File: config.mk
export PLATFORM = sky130hd
export DESIGN_NAME = bmsc_ctrl
export DESIGN_NICKNAME = d
export VERILOG_FILES = /design/src/bmsc_pkg.sv /design/src/bmsc_ctrl.sv
export VERILOG_INCLUDE_DIRS = /design/src
export SDC_FILE = /design/constraint.sdc
export NUM_CORES = 1
export LEC_CHECK = 0
export ABC_AREA = 0
export BUFFER_PORTS_ARGS = -buffer_cell sky130_fd_sc_hd__buf_2
export CAP_MARGIN = 40
export CORE_MARGIN = 5
export CORE_UTILIZATION = 57
export CTS_CLUSTER_SIZE = 25
export DETAILED_ROUTE_END_ITERATION = 10
export PLACE_DENSITY = 0.8
export SLEW_MARGIN = 20
export SYNTH_ARGS = -nofsm -noshare
export SYNTH_HDL_FRONTEND = slang
export SYNTH_SLANG_ARGS = --single-unit
File: constraint.sdc
create_clock -name pclk -period 4.5 [get_ports pclk]
set_clock_uncertainty 0.2 [all_clocks]
set_input_delay 0.9 -clock pclk [delete_from_list [all_inputs] [get_ports pclk]]
set_output_delay 0.9 -clock pclk [all_outputs]
set_load 0.01 [all_outputs]
File: src/bmsc_consts.svh
// constants for the buck mode sequence control block
`ifndef BMSC_CONSTS_SVH
`define BMSC_CONSTS_SVH

// ------------------------------------------------------------
// clocks and timing
// ------------------------------------------------------------
`define BMSC_CLK_KHZ 50000
`define BMSC_OSC_KHZ 1000
`define BMSC_OSC_DIV (`BMSC_CLK_KHZ / `BMSC_OSC_KHZ)
`define BMSC_SYNC_LOSS_PER 4
`define BMSC_SKIP_TICKS 32
`define BMSC_SS_DWELL 64
`define BMSC_PG_DLY_US 250
`define BMSC_LBO_DLY_US 500
`define BMSC_PG_DLY_CYC ((`BMSC_PG_DLY_US * `BMSC_CLK_KHZ + 999) / 1000)
`define BMSC_LBO_DLY_CYC ((`BMSC_LBO_DLY_US * `BMSC_CLK_KHZ + 999) / 1000)

// ------------------------------------------------------------
// switch current limits in mA
// ------------------------------------------------------------
`define BMSC_LIM0_MA 300
`define BMSC_LIM1_MA 600
`define BMSC_LIM2_MA 1200
`define BMSC_LIMF_MA 2400

// ------------------------------------------------------------
// register map
// ------------------------------------------------------------
`define BMSC_OFF_CTRL 8'h00
`define BMSC_OFF_DWELL 8'h04
`define BMSC_OFF_STAT 8'h08
`define BMSC_CTRL_EN_BIT 0
`define BMSC_CTRL_PWM_BIT 1
`define BMSC_CTRL_RST 2'h1

`endif

File: src/bmsc_pkg.sv
// types shared by the buck mode sequence control block
package bmsc_pkg;

  typedef enum logic [1:0] {st_off, st_soft, st_run} bmsc_state_e;

  typedef struct packed {
    logic [7:0] paddr;
    logic psel;
    logic penable;
    logic pwrite;
    logic [31:0] pwdata;
  } bmsc_apb_req_s;

  typedef struct packed {
    logic [31:0] prdata;
    logic pready;
    logic pslverr;
  } bmsc_apb_rsp_s;

  // comparator and pin levels, all asynchronous to pclk
  typedef struct packed {
    logic enable;
    logic sync;
    logic supply_lockout;
    logic out_low;
    logic out_good;
    logic low_supply_sense_in;
    logic load_low;
    logic thermal;
    logic dropout;
    logic trip;
  } bmsc_pins_s;

  typedef struct packed {
    logic hs_on;
    logic ls_on;
    logic ref_on;
    logic osc_on;
    logic pwm_mode;
    logic full_duty;
  } bmsc_drv_s;

endpackage

File: src/bmsc_ctrl.sv
// buck converter mode, soft-start and status flag sequencing with apb registers
//
// The register addresses and the APB interface to the registers are this design's own decisions.
`timescale 1ns/1ps
`default_nettype none
`include "bmsc_consts.svh"
//
// Behaviour
// [RULE1] soft-start limit steps 300, 600, 1200 mA
// [RULE2] full 2400 mA limit after soft-start
// [RULE3] skip mode exits when output-low reported
// [RULE4] dropout holds high-side switch on
// [RULE5] enable low shuts everything off
// [RULE6] thermal condition keeps reference on
// [RULE7] enable rise starts through soft-start
// [RULE8] lockout blocks switch and rectifier
// [RULE9] internal 1 MHz oscillator without sync clock
// [RULE10] external 0.8 to 1.4 MHz clock accepted
// [RULE11] first sync edge locks immediately
// [RULE12] four periods without edge revert internal
// [RULE13] locked to sync forbids pulse skipping
// [RULE14] sync low allows light-load skipping
// [RULE15] output-good driven low while disabled
// [RULE16] output-good held low for 250 us
// [RULE17] output-good low after and during shutdown
// [RULE18] output-good released when output good
// [RULE19] warning low while sense below trip
// [RULE20] warning undefined 500 us after enable
// [RULE21] disabled leaves warning output high impedance
// [RULE22] unused sense input tied to ground
// [RULE23] static sync high forces fixed frequency
// [RULE24] skip entry after 32 low-load cycles
// [RULE25] step dwell configurable by parameter, register
// [RULE26] comparator inputs synchronised before use
module bmsc_ctrl
  import bmsc_pkg::*;
#(
  parameter int PG_DLY_CYC = `BMSC_PG_DLY_CYC,
  parameter int LBO_DLY_CYC = `BMSC_LBO_DLY_CYC,
  parameter int SS_DWELL = `BMSC_SS_DWELL,
  parameter int SKIP_TICKS = `BMSC_SKIP_TICKS,
  parameter int OSC_DIV = `BMSC_OSC_DIV
) (
  input wire logic pclk,
  input wire logic presetn,
  input wire bmsc_apb_req_s apb_req,
  output var bmsc_apb_rsp_s apb_rsp,
  input wire bmsc_pins_s pins,
  output var bmsc_drv_s drv,
  output var logic [11:0] ilim_ma,
  output var logic output_good_flag_o,
  output var logic output_good_flag_oe_n,
  output var logic low_supply_warn_out_o,
  output var logic low_supply_warn_out_oe_n
);

  // ------------------------------------------------------------
  // parameter checks and widths
  // ------------------------------------------------------------
  if (PG_DLY_CYC < 1 || LBO_DLY_CYC < 1 || SS_DWELL < 1 || SS_DWELL > 65535 ||
      SKIP_TICKS < 1 || OSC_DIV < 2) begin : g_bad_param
    $error("bmsc_ctrl: parameter out of range");
  end

  localparam int LOSS = `BMSC_SYNC_LOSS_PER * OSC_DIV;
  localparam int PGW = $clog2(PG_DLY_CYC + 1);
  localparam int LBW = $clog2(LBO_DLY_CYC + 1);
  localparam int SKW = $clog2(SKIP_TICKS + 1);
  localparam int OSW = $clog2(OSC_DIV);
  localparam int LSW = $clog2(LOSS);
  localparam int NPIN = $bits(bmsc_pins_s);

  // ------------------------------------------------------------
  // input synchronisers
  // ------------------------------------------------------------
  logic [NPIN-1:0] meta_q;
  logic [NPIN-1:0] pin_q;
  bmsc_pins_s ps;

  for (genvar i = 0; i < NPIN; i++) begin : g_sync
    always_ff @(posedge pclk or negedge presetn) begin
      if (!presetn) begin
        meta_q[i] <= 1'b0;
        pin_q[i] <= 1'b0;
      end else begin
        meta_q[i] <= pins[i]; // RULE26
        pin_q[i] <= meta_q[i];
      end
    end
  end

  assign ps = bmsc_pins_s'(pin_q);

  // ------------------------------------------------------------
  // registers and their decode
  // ------------------------------------------------------------
  logic [1:0] ctrl_q;
  logic [15:0] dwell_q;
  logic pready_q;
  logic pslverr_q;
  logic [31:0] prdata_q;
  logic [31:0] stat_w;
  logic [31:0] rd_w;

  wire sel_ctrl = apb_req.paddr == `BMSC_OFF_CTRL;
  wire sel_dwell = apb_req.paddr == `BMSC_OFF_DWELL;
  wire sel_stat = apb_req.paddr == `BMSC_OFF_STAT;
  wire hit = sel_ctrl | sel_dwell | sel_stat;
  wire setup = apb_req.psel & ~apb_req.penable;
  wire access = apb_req.psel & apb_req.penable & pready_q;
  wire bad = ~hit | (apb_req.pwrite & sel_stat);
  wire wr_ctrl = access & apb_req.pwrite & sel_ctrl;
  wire wr_dwell = access & apb_req.pwrite & sel_dwell;

  assign rd_w = sel_ctrl ? {30'h0000_0000, ctrl_q} :
                sel_dwell ? {16'h0000, dwell_q} :
                sel_stat ? stat_w : 32'h0000_0000;

  // zero wait states: pready rises for the access phase of every transfer
  always_ff @(posedge pclk or negedge presetn) begin
    if (!presetn) begin
      pready_q <= 1'b0;
      pslverr_q <= 1'b0;
      prdata_q <= 32'h0000_0000;
    end else begin
      pready_q <= setup;
      pslverr_q <= setup & bad;
      prdata_q <= (setup & ~apb_req.pwrite) ? rd_w : 32'h0000_0000;
    end
  end

  always_ff @(posedge pclk or negedge presetn) begin
    if (!presetn) begin
      ctrl_q <= `BMSC_CTRL_RST;
      dwell_q <= 16'(SS_DWELL);
    end else begin
      if (wr_ctrl) ctrl_q <= apb_req.pwdata[1:0];
      if (wr_dwell) dwell_q <= apb_req.pwdata[15:0]; // RULE25
    end
  end

  assign apb_rsp = '{prdata: prdata_q, pready: pready_q, pslverr: pslverr_q};

  // ------------------------------------------------------------
  // enable, lockout and oscillator
  // ------------------------------------------------------------
  logic [OSW-1:0] osc_cnt_q;
  logic sync_d1_q;
  logic locked_q;
  logic [LSW-1:0] loss_cnt_q;

  wire en = ps.enable & ctrl_q[`BMSC_CTRL_EN_BIT];
  wire go = en & ~ps.supply_lockout;
  wire osc_wrap = en & (osc_cnt_q == OSW'(OSC_DIV - 1));
  wire sync_rise = ps.sync & ~sync_d1_q;
  wire loss_end = locked_q & ~sync_rise & (loss_cnt_q == LSW'(LOSS - 1));
  // a sync edge also ticks when still unlocked, so the very first edge counts
  wire tick = locked_q ? sync_rise : (osc_wrap | sync_rise);

  always_ff @(posedge pclk or negedge presetn) begin
    if (!presetn) begin
      osc_cnt_q <= '0;
    end else if (!en) begin
      osc_cnt_q <= '0; // RULE5
    end else begin
      osc_cnt_q <= osc_wrap ? '0 : osc_cnt_q + 1'b1; // RULE9
    end
  end

  // no frequency qualification: any edge rate inside the range is used as is
  always_ff @(posedge pclk or negedge presetn) begin
    if (!presetn) begin
      sync_d1_q <= 1'b0;
      locked_q <= 1'b0;
      loss_cnt_q <= '0;
    end else begin
      sync_d1_q <= ps.sync;
      if (sync_rise) begin
        locked_q <= 1'b1; // RULE11 RULE10
        loss_cnt_q <= '0;
      end else if (loss_end) begin
        locked_q <= 1'b0; // RULE12
        loss_cnt_q <= '0;
      end else if (locked_q) begin
        loss_cnt_q <= loss_cnt_q + 1'b1;
      end
    end
  end

  // ------------------------------------------------------------
  // soft-start sequencing
  // ------------------------------------------------------------
  bmsc_state_e st_q;
  bmsc_state_e st_d;
  logic [1:0] step_q;
  logic [1:0] step_d;
  logic [15:0] dw_cnt_q;
  logic [11:0] ilim_q;
  logic [11:0] ilim_d;

  wire dw_done = ({1'b0, dw_cnt_q} + 17'h0_0001) >= {1'b0, dwell_q};
  wire adv = (st_q == st_soft) & tick & dw_done;

  always_comb begin
    st_d = st_q;
    step_d = step_q;
    case (st_q)
      st_off: begin
        step_d = 2'h0;
        if (go) st_d = st_soft; // RULE7
      end
      st_soft: begin
        if (!go) begin
          st_d = st_off;
        end else if (adv && step_q == 2'h2) begin
          st_d = st_run;
        end else if (adv) begin
          step_d = step_q + 2'h1; // RULE1
        end
      end
      st_run: begin
        if (!go) st_d = st_off;
      end
      default: st_d = st_off;
    endcase
  end

  assign ilim_d = (st_d == st_run) ? 12'(`BMSC_LIMF_MA) : // RULE2
                  (st_d != st_soft) ? 12'h000 :
                  (step_d == 2'h0) ? 12'(`BMSC_LIM0_MA) :
                  (step_d == 2'h1) ? 12'(`BMSC_LIM1_MA) : 12'(`BMSC_LIM2_MA); // RULE1

  always_ff @(posedge pclk or negedge presetn) begin
    if (!presetn) begin
      st_q <= st_off;
      step_q <= 2'h0;
      dw_cnt_q <= 16'h0000;
      ilim_q <= 12'h000;
    end else begin
      st_q <= st_d;
      step_q <= step_d;
      ilim_q <= ilim_d;
      dw_cnt_q <= (adv || st_q != st_soft) ? 16'h0000 : dw_cnt_q + (tick ? 16'h0001 : 16'h0000);
    end
  end

  // ------------------------------------------------------------
  // pulse skipping
  // ------------------------------------------------------------
  logic skip_q;
  logic skip_d;
  logic [SKW-1:0] low_cnt_q;

  // static high or locked sync, or the register, keeps fixed frequency
  wire skip_ok = ~ps.sync & ~locked_q & ~ctrl_q[`BMSC_CTRL_PWM_BIT] & (st_q == st_run); // RULE13 RULE14 RULE23
  wire skip_go = tick & ps.load_low & (low_cnt_q >= SKW'(SKIP_TICKS - 1)); // RULE24

  // output low also blocks entry, else a saturated count re-enters at once
  assign skip_d = (~skip_ok | ps.out_low) ? 1'b0 : // RULE3
                  (skip_q | skip_go);

  always_ff @(posedge pclk or negedge presetn) begin
    if (!presetn) begin
      skip_q <= 1'b0;
      low_cnt_q <= '0;
    end else begin
      skip_q <= skip_d;
      if (!ps.load_low) begin
        low_cnt_q <= '0;
      end else if (tick && low_cnt_q != SKW'(SKIP_TICKS)) begin
        low_cnt_q <= low_cnt_q + 1'b1; // RULE24
      end
    end
  end

  // ------------------------------------------------------------
  // power stage drive
  // ------------------------------------------------------------
  bmsc_drv_s drv_q;
  bmsc_drv_s drv_d;
  logic hs_d;

  wire act = go & (st_q != st_off); // RULE8 RULE5

  // in skip mode the stage idles unless dropout holds the switch on; pulses resume once skip is left
  assign hs_d = ~act ? 1'b0 :
                ps.dropout ? 1'b1 : // RULE4
                skip_q ? 1'b0 :
                tick ? 1'b1 :
                ps.trip ? 1'b0 : drv_q.hs_on;

  assign drv_d = '{hs_on: hs_d,
                   ls_on: act & ~hs_d & ~skip_d, // RULE8
                   ref_on: en | ps.thermal, // RULE6
                   osc_on: en, // RULE5
                   pwm_mode: ~skip_d,
                   full_duty: act & ps.dropout}; // RULE4

  always_ff @(posedge pclk or negedge presetn) begin
    if (!presetn) begin
      drv_q <= '0;
    end else begin
      drv_q <= drv_d;
    end
  end

  assign drv = drv_q;
  assign ilim_ma = ilim_q;

  // ------------------------------------------------------------
  // output-good and low-supply warning flags
  // ------------------------------------------------------------
  logic [PGW-1:0] pg_cnt_q;
  logic [LBW-1:0] lb_cnt_q;
  logic pg_oe_n_q;
  logic lb_oe_n_q;
  logic od_lo_q;

  wire pg_valid = pg_cnt_q == PGW'(PG_DLY_CYC);
  wire lb_valid = lb_cnt_q == LBW'(LBO_DLY_CYC);

  // shutdown clears the timer, so the low hold restarts on every enable
  always_ff @(posedge pclk or negedge presetn) begin
    if (!presetn) begin
      pg_cnt_q <= '0;
      lb_cnt_q <= '0;
      pg_oe_n_q <= 1'b0;
      lb_oe_n_q <= 1'b1;
      od_lo_q <= 1'b0;
    end else begin
      od_lo_q <= 1'b0;
      pg_cnt_q <= !go ? '0 : pg_valid ? pg_cnt_q : pg_cnt_q + 1'b1; // RULE16 RULE17
      lb_cnt_q <= !en ? '0 : lb_valid ? lb_cnt_q : lb_cnt_q + 1'b1; // RULE20
      pg_oe_n_q <= en & pg_valid & ps.out_good; // RULE15 RULE18
      lb_oe_n_q <= ~(en & lb_valid & ps.low_supply_sense_in); // RULE19 RULE21
    end
  end

  assign output_good_flag_o = od_lo_q;
  assign output_good_flag_oe_n = pg_oe_n_q;
  assign low_supply_warn_out_o = od_lo_q;
  assign low_supply_warn_out_oe_n = lb_oe_n_q;

  // ------------------------------------------------------------
  // status word
  // ------------------------------------------------------------
  assign stat_w = {19'h0_0000, ps.thermal, step_q, 2'(st_q), drv_q.hs_on, ~lb_oe_n_q,
                   pg_oe_n_q, pg_valid, skip_q, locked_q, ps.supply_lockout, en};
endmodule // bmsc_ctrl

`default_nettype wire

* Yosys cells after proc, flatten, opt, wreduce, memory -nomap -nowiden
Index checks and enable logic that the tools add are counted.
** Storage, ports and cells
- Register bits after elaboration :: 148
- Memories kept :: 0
- Bits of input ports :: 55
- ROM bits :: 0
- Word-level logic and storage cells :: 171
- Memory bits (writable) :: 0
- Latch bits :: 0
- Output and inout port bits :: 56
** Cells by class
- Multipliers :: 0
- Reduce and logical (&&, ||, !) cells :: 9
- Multiplexer cells :: 39
- Add/sub/neg operators :: 8
- Bitwise operators :: 51
- Equality and inequality tests :: 17
- Div/mod/pow operators :: 0
- Shifts and indexed selects :: 0
- Magnitude comparators :: 2
** Operators by type and width (count)
- 2-to-1 mux 16 bit :: 4
- 2-to-1 mux 11 bit :: 3
- AND 1 bit :: 30
- 2-to-1 mux 15 bit :: 2
- 2-to-1 mux 14 bit :: 2
- 2-to-1 mux 6 bit :: 4
- 2-to-1 mux 8 bit :: 3
- adder 16 x 1 -> 17 bit (second input constant) :: 1
- greater-or-equal comparator 17 x 16 -> 1 bit :: 1
- adder 16 x 1 -> 16 bit :: 1
- adder 15 x 1 -> 15 bit (second input constant) :: 1
- equality test 15 bit (second input constant) :: 1
- adder 14 x 1 -> 14 bit (second input constant) :: 1
- equality test 14 bit (second input constant) :: 1
- 2-to-1 mux 2 bit :: 7
- NOT 1 bit :: 14
- 2-to-1 mux 13 bit :: 1
- adder 6 x 1 -> 6 bit (second input constant) :: 2
- 2-to-1 mux 12 bit :: 1
- 2-to-1 mux 1 bit :: 10
- adder 8 x 1 -> 8 bit (second input constant) :: 1
- equality test 8 x 3 -> 1 bit (second input constant) :: 1
- equality test 8 x 4 -> 1 bit (second input constant) :: 1
- equality test 8 bit (second input constant) :: 1
- 17 further kinds :: 32

* Longest topological paths before layout
- Word-level depth :: 15
- Depth in mapped cells :: 17
- Mapped depth without buffers :: 15

* Worst setup path before layout
OpenSTA, ideal clock, no wires.
- Path type :: register to register
- Start :: reg dw_cnt_q[2]
- End :: reg dw_cnt_q[8]
- Data required time :: 4.229 ns
- Path slack :: 1.150 ns
- Cell stages (with the launch flop) :: 17
- Setup time :: 0.071 ns
- Arrival :: 3.079 ns
- Buffers on the path :: 3
- Path through :: dfrtp_1 > clkbuf_2 > nand3_1 > or2_2 > nor2_1 > nand3_1 > xnor2_1 > ha_1 > nand3_1 > nor4_1 > a2111oi_1 > o211ai_1 > and2_1 > nand2b_1 > clkbuf_1 > buf_2 > nor2_1
** On the way
- Word-level cells in the longest chain between the ends :: 5
- Elaborated cells between the ends (all ways) :: 6
- Classes of those cells :: add/sub (2); order compare (1); mux (1); bitwise (1); reduce/logical (1)
** RTL lines
- start, declared :: RTL line bmsc_ctrl.sv:197 : logic [15:0] dw_cnt_q;
- start signal, assigned :: RTL line bmsc_ctrl.sv:243 : dw_cnt_q <= (adv || st_q != st_soft) ? 16'h0000 : dw_cnt_q + (tick ? 16'h0001 : 16'h0000);
- adder 16 x 1 -> 17 bit :: RTL line bmsc_ctrl.sv:201 : wire dw_done = ({1'b0, dw_cnt_q} + 17'h0_0001) >= {1'b0, dwell_q};
- greater-or-equal comparator 17 x 16 -> 1 bit :: RTL line bmsc_ctrl.sv:201
- AND 1 bit :: RTL line bmsc_ctrl.sv:202 : wire adv = (st_q == st_soft) & tick & dw_done;
- logical OR 1 bit :: RTL line bmsc_ctrl.sv:243
- 2-to-1 mux 16 bit * :: RTL line bmsc_ctrl.sv:243
Mark *: on every way between the ends. The rest lies on a longest branch, timed or not.
A chain may end at the register's enable or synchronous reset.

* Final worst setup path
- Start :: reg dw_cnt_q[2]
- End :: reg dw_cnt_q[13]
Same word-level chain as after synthesis.

==> run metrics <==
floorplan row count 40; RSZ-0062 raised after global routing false; Die X 120 um; P per Cell Area 380 nW/um^2; setup slack, reg-to-reg 0.39 ns; CP endpoint kind flip-flop; WL/cell 16.1 um; crit path max fanout 16; CP Data Required Time 4.64 ns; reg2reg end dw_cnt_q[13]; Synth Area in XOR/XNOR 7.89%; clock root cell clkbuf_16; Util after Layout 66.9%; Peak VDD IR 0.000539 V; hold_buf cts 0; DIE AREA 14400 um^2; CP max stage cell a2111oi_1; ANT cells 0; fin cells 910; Clock Path Buffers 2; antenna viol nets, final 0; hold_ws 0.0742 ns; minimum clock period 4.11 ns; Initial Utilization 57.8%; fin. max-slew vios 0; vias 5047; final setup fails 0; CTS HTree Levels 4; critical path launch point type flip-flop; Initial DRC Count 382; asr flop ratio synth 100%; commonest non-fill, non-tap cell in the layout dfrtp_1; global-route wire length before repair 24700 um; multiplexer share of the synthesized area 1.38%; CTS tree built; Layout Nets 834; Unique masters post-synth 62; Simple-Gate Fraction of Synth Area 19.1%; Synth Area in Compound Gates 7.16%; Area after DPL 7270 um^2; num ports 111; Slew @ Worst Pin 0.535 ns; fin crit share 91.3%; antenna violations before repair 0; Area Growth Syn to Fin 15.8%; ratio of cells with drive above 1 in the final layout 18.1%; post-synthesis cell area 6880 um^2; DR pass1 iterations 4; status finished, final reports clean; Port Buffers 74; hpwl dp 10200 um; CTS Buf Count 17; Crit Path Class flip-flop to flip-flop; total power 3.03 mW; fmax 244 MHz; crit-path cells nand3_1 > or2_2 > nor2_1 > nand3_1 > xnor2_1 > ha_1 > nand3_1 > nor4_1 > a2111oi_1 > o211ai_1 > and2_1 > nand2b_1 > nor2_1; GP Congestion 0.902; predominant post-synthesis flop cell dfrtp_1; P_leak 3.86 nW; Buf/Inv on CP 0; Vias/cell 5.55; worst-skew pair later-pin latency 0.43 ns; largest family of logic cells by synthesized area simple AND/OR/NAND/NOR gates; Arr. time, crit path 4.25 ns; mean post-synth cell area 10.2 um^2; Die Height 120 um; clock slew seen by the registers of the worst setup and hold paths 0.06 ns; worst rel slew slack 63.4%; placed insts 876; vias in the first global route 5132; Core Region 11900 um^2; Num Clock Sinks 145; synthesized instance count 676; largest stage delay on the critical path 0.49 ns; Final TNS setup 0 ns; DP Worst Slack 0.567 ns; final wirelength 14700 um; count of warnings emitted by yosys 0; Worst Hold Class input pin to asynchronous set/reset pin; Yosys reg bits 145; Max-cap violations 0; number of synthesized flops with an enable pin 0; CP dominant cell by count nand3_1; Post-route DRC 0; worst r2r src dw_cnt_q[2]; Synth Area in Adders 5.27%; all-layer global routing usage 21.8%; register area share after synthesis 52.8%; CP top delay family simple AND/OR/NAND/NOR gates; final worst slack 0.394 ns; reg2reg path depth 13; largest net degree at the start of global routing 97; grt ovf 0; Final Hold Vio Count 0; Resized cells post-CTS 0; commonest non-fill, non-tap cells in the layout dfrtp_1, nor2_1, buf_2, nand2_1, inv_1; cell area after layout 7970 um^2; Post-CTS Setup Bufs 0
-- area by class of cell --
class	instances	area [um^2]
Clock inverter	9	176
Tap cell	147	184
Sequential cell	145	3630
Inverter	40	150
Clock buffer	23	488
Timing Repair Buffer	81	447
Fill cell	873	3940
Multi-Input combinational cell	465	2890
-- synthesized netlist by cell type, drive strengths merged, types with 2 or more instances --
| cell type | n | area share, % |
|---|---|---|
| a31oi | 2 | 0.18 |
| a21boi | 2 | 0.27 |
| and3 | 10 | 1.0 |
| clkbuf | 17 | 1.1 |
| ha | 29 | 5.3 |
| o21ai | 35 | 2.5 |
| mux2i | 5 | 0.73 |
| nor4 | 8 | 0.95 |
| nor3 | 6 | 0.44 |
| o31ai | 2 | 0.42 |
| a22oi | 11 | 1.2 |
| nand4 | 20 | 1.8 |
| mux2 | 4 | 0.65 |
| nand2 | 49 | 2.7 |
| and4 | 2 | 0.25 |
| inv | 40 | 2.2 |
| a21oi | 12 | 0.87 |
| nand2b | 7 | 0.64 |
| nor2b | 7 | 0.64 |
| xor2 | 36 | 4.6 |
| or4 | 2 | 0.27 |
| nand3 | 30 | 2.4 |
| nor2 | 101 | 5.5 |
| or2 | 5 | 0.45 |
| xnor2 | 26 | 3.3 |
| or3 | 5 | 0.45 |
| a2111oi | 2 | 0.27 |
| dfrtp | 142 | 52 |
| and2 | 11 | 1.0 |
| buf | 28 | 3.0 |
| dfstp | 3 | 1.1 |
-- worst max-delay path by stage --
stage,start,to,cells past startpoint
final,dw_cnt_q[2],dw_cnt_q[13],13
after global routing,dw_cnt_q[0],dw_cnt_q[6],14
after CTS,dw_cnt_q[2],dw_cnt_q[13],13
after detailed placement,dw_cnt_q[0],dw_cnt_q[9],14
after global placement,dw_cnt_q[2],dw_cnt_q[14],13
after floorplan,dw_cnt_q[2],dw_cnt_q[8],16
-- kinds of logic after synthesis --
| group | after synthesis |
|---|---|
| multiplexers | 9 |
| flip-flops | 145 |
| AND/OR/NAND/NOR | 268 |
| other | 1 |
| adder cells (fa/ha/maj) | 29 |
| AO/OA/AOI/OAI | 77 |
| XOR/XNOR | 62 |
| buffers and inverters | 85 |
-- where the power goes --
part	switching, mW	leakage (nW)	internal [mW]
clock	0.528	0.323	1.04
combinational	0.0712	1.66	0.0380
sequential	0.0233	1.88	1.33
-- metal layers --
layer  track usage [%]  part of all wire, %  up-vias
met5                 0                    0        -
met4              7.59                  1.7        0
met3              6.97                  5.8       30
met2              34.5                   49      154
met1              28.5                   44     2491
li1                  -                    -     2372
-- state kept, by name, summed over array words and instances, names as in the netlist, 8 cells and up --
name and count:
pin_q 10, dw_cnt_q 16, ilim_ma 9, lb_cnt_q 15, pg_cnt_q 14, prdata_q 16, dwell_q 16, loss_cnt_q 8
meta_q 10
Note: power is estimated with default switching activity, not from simulation.
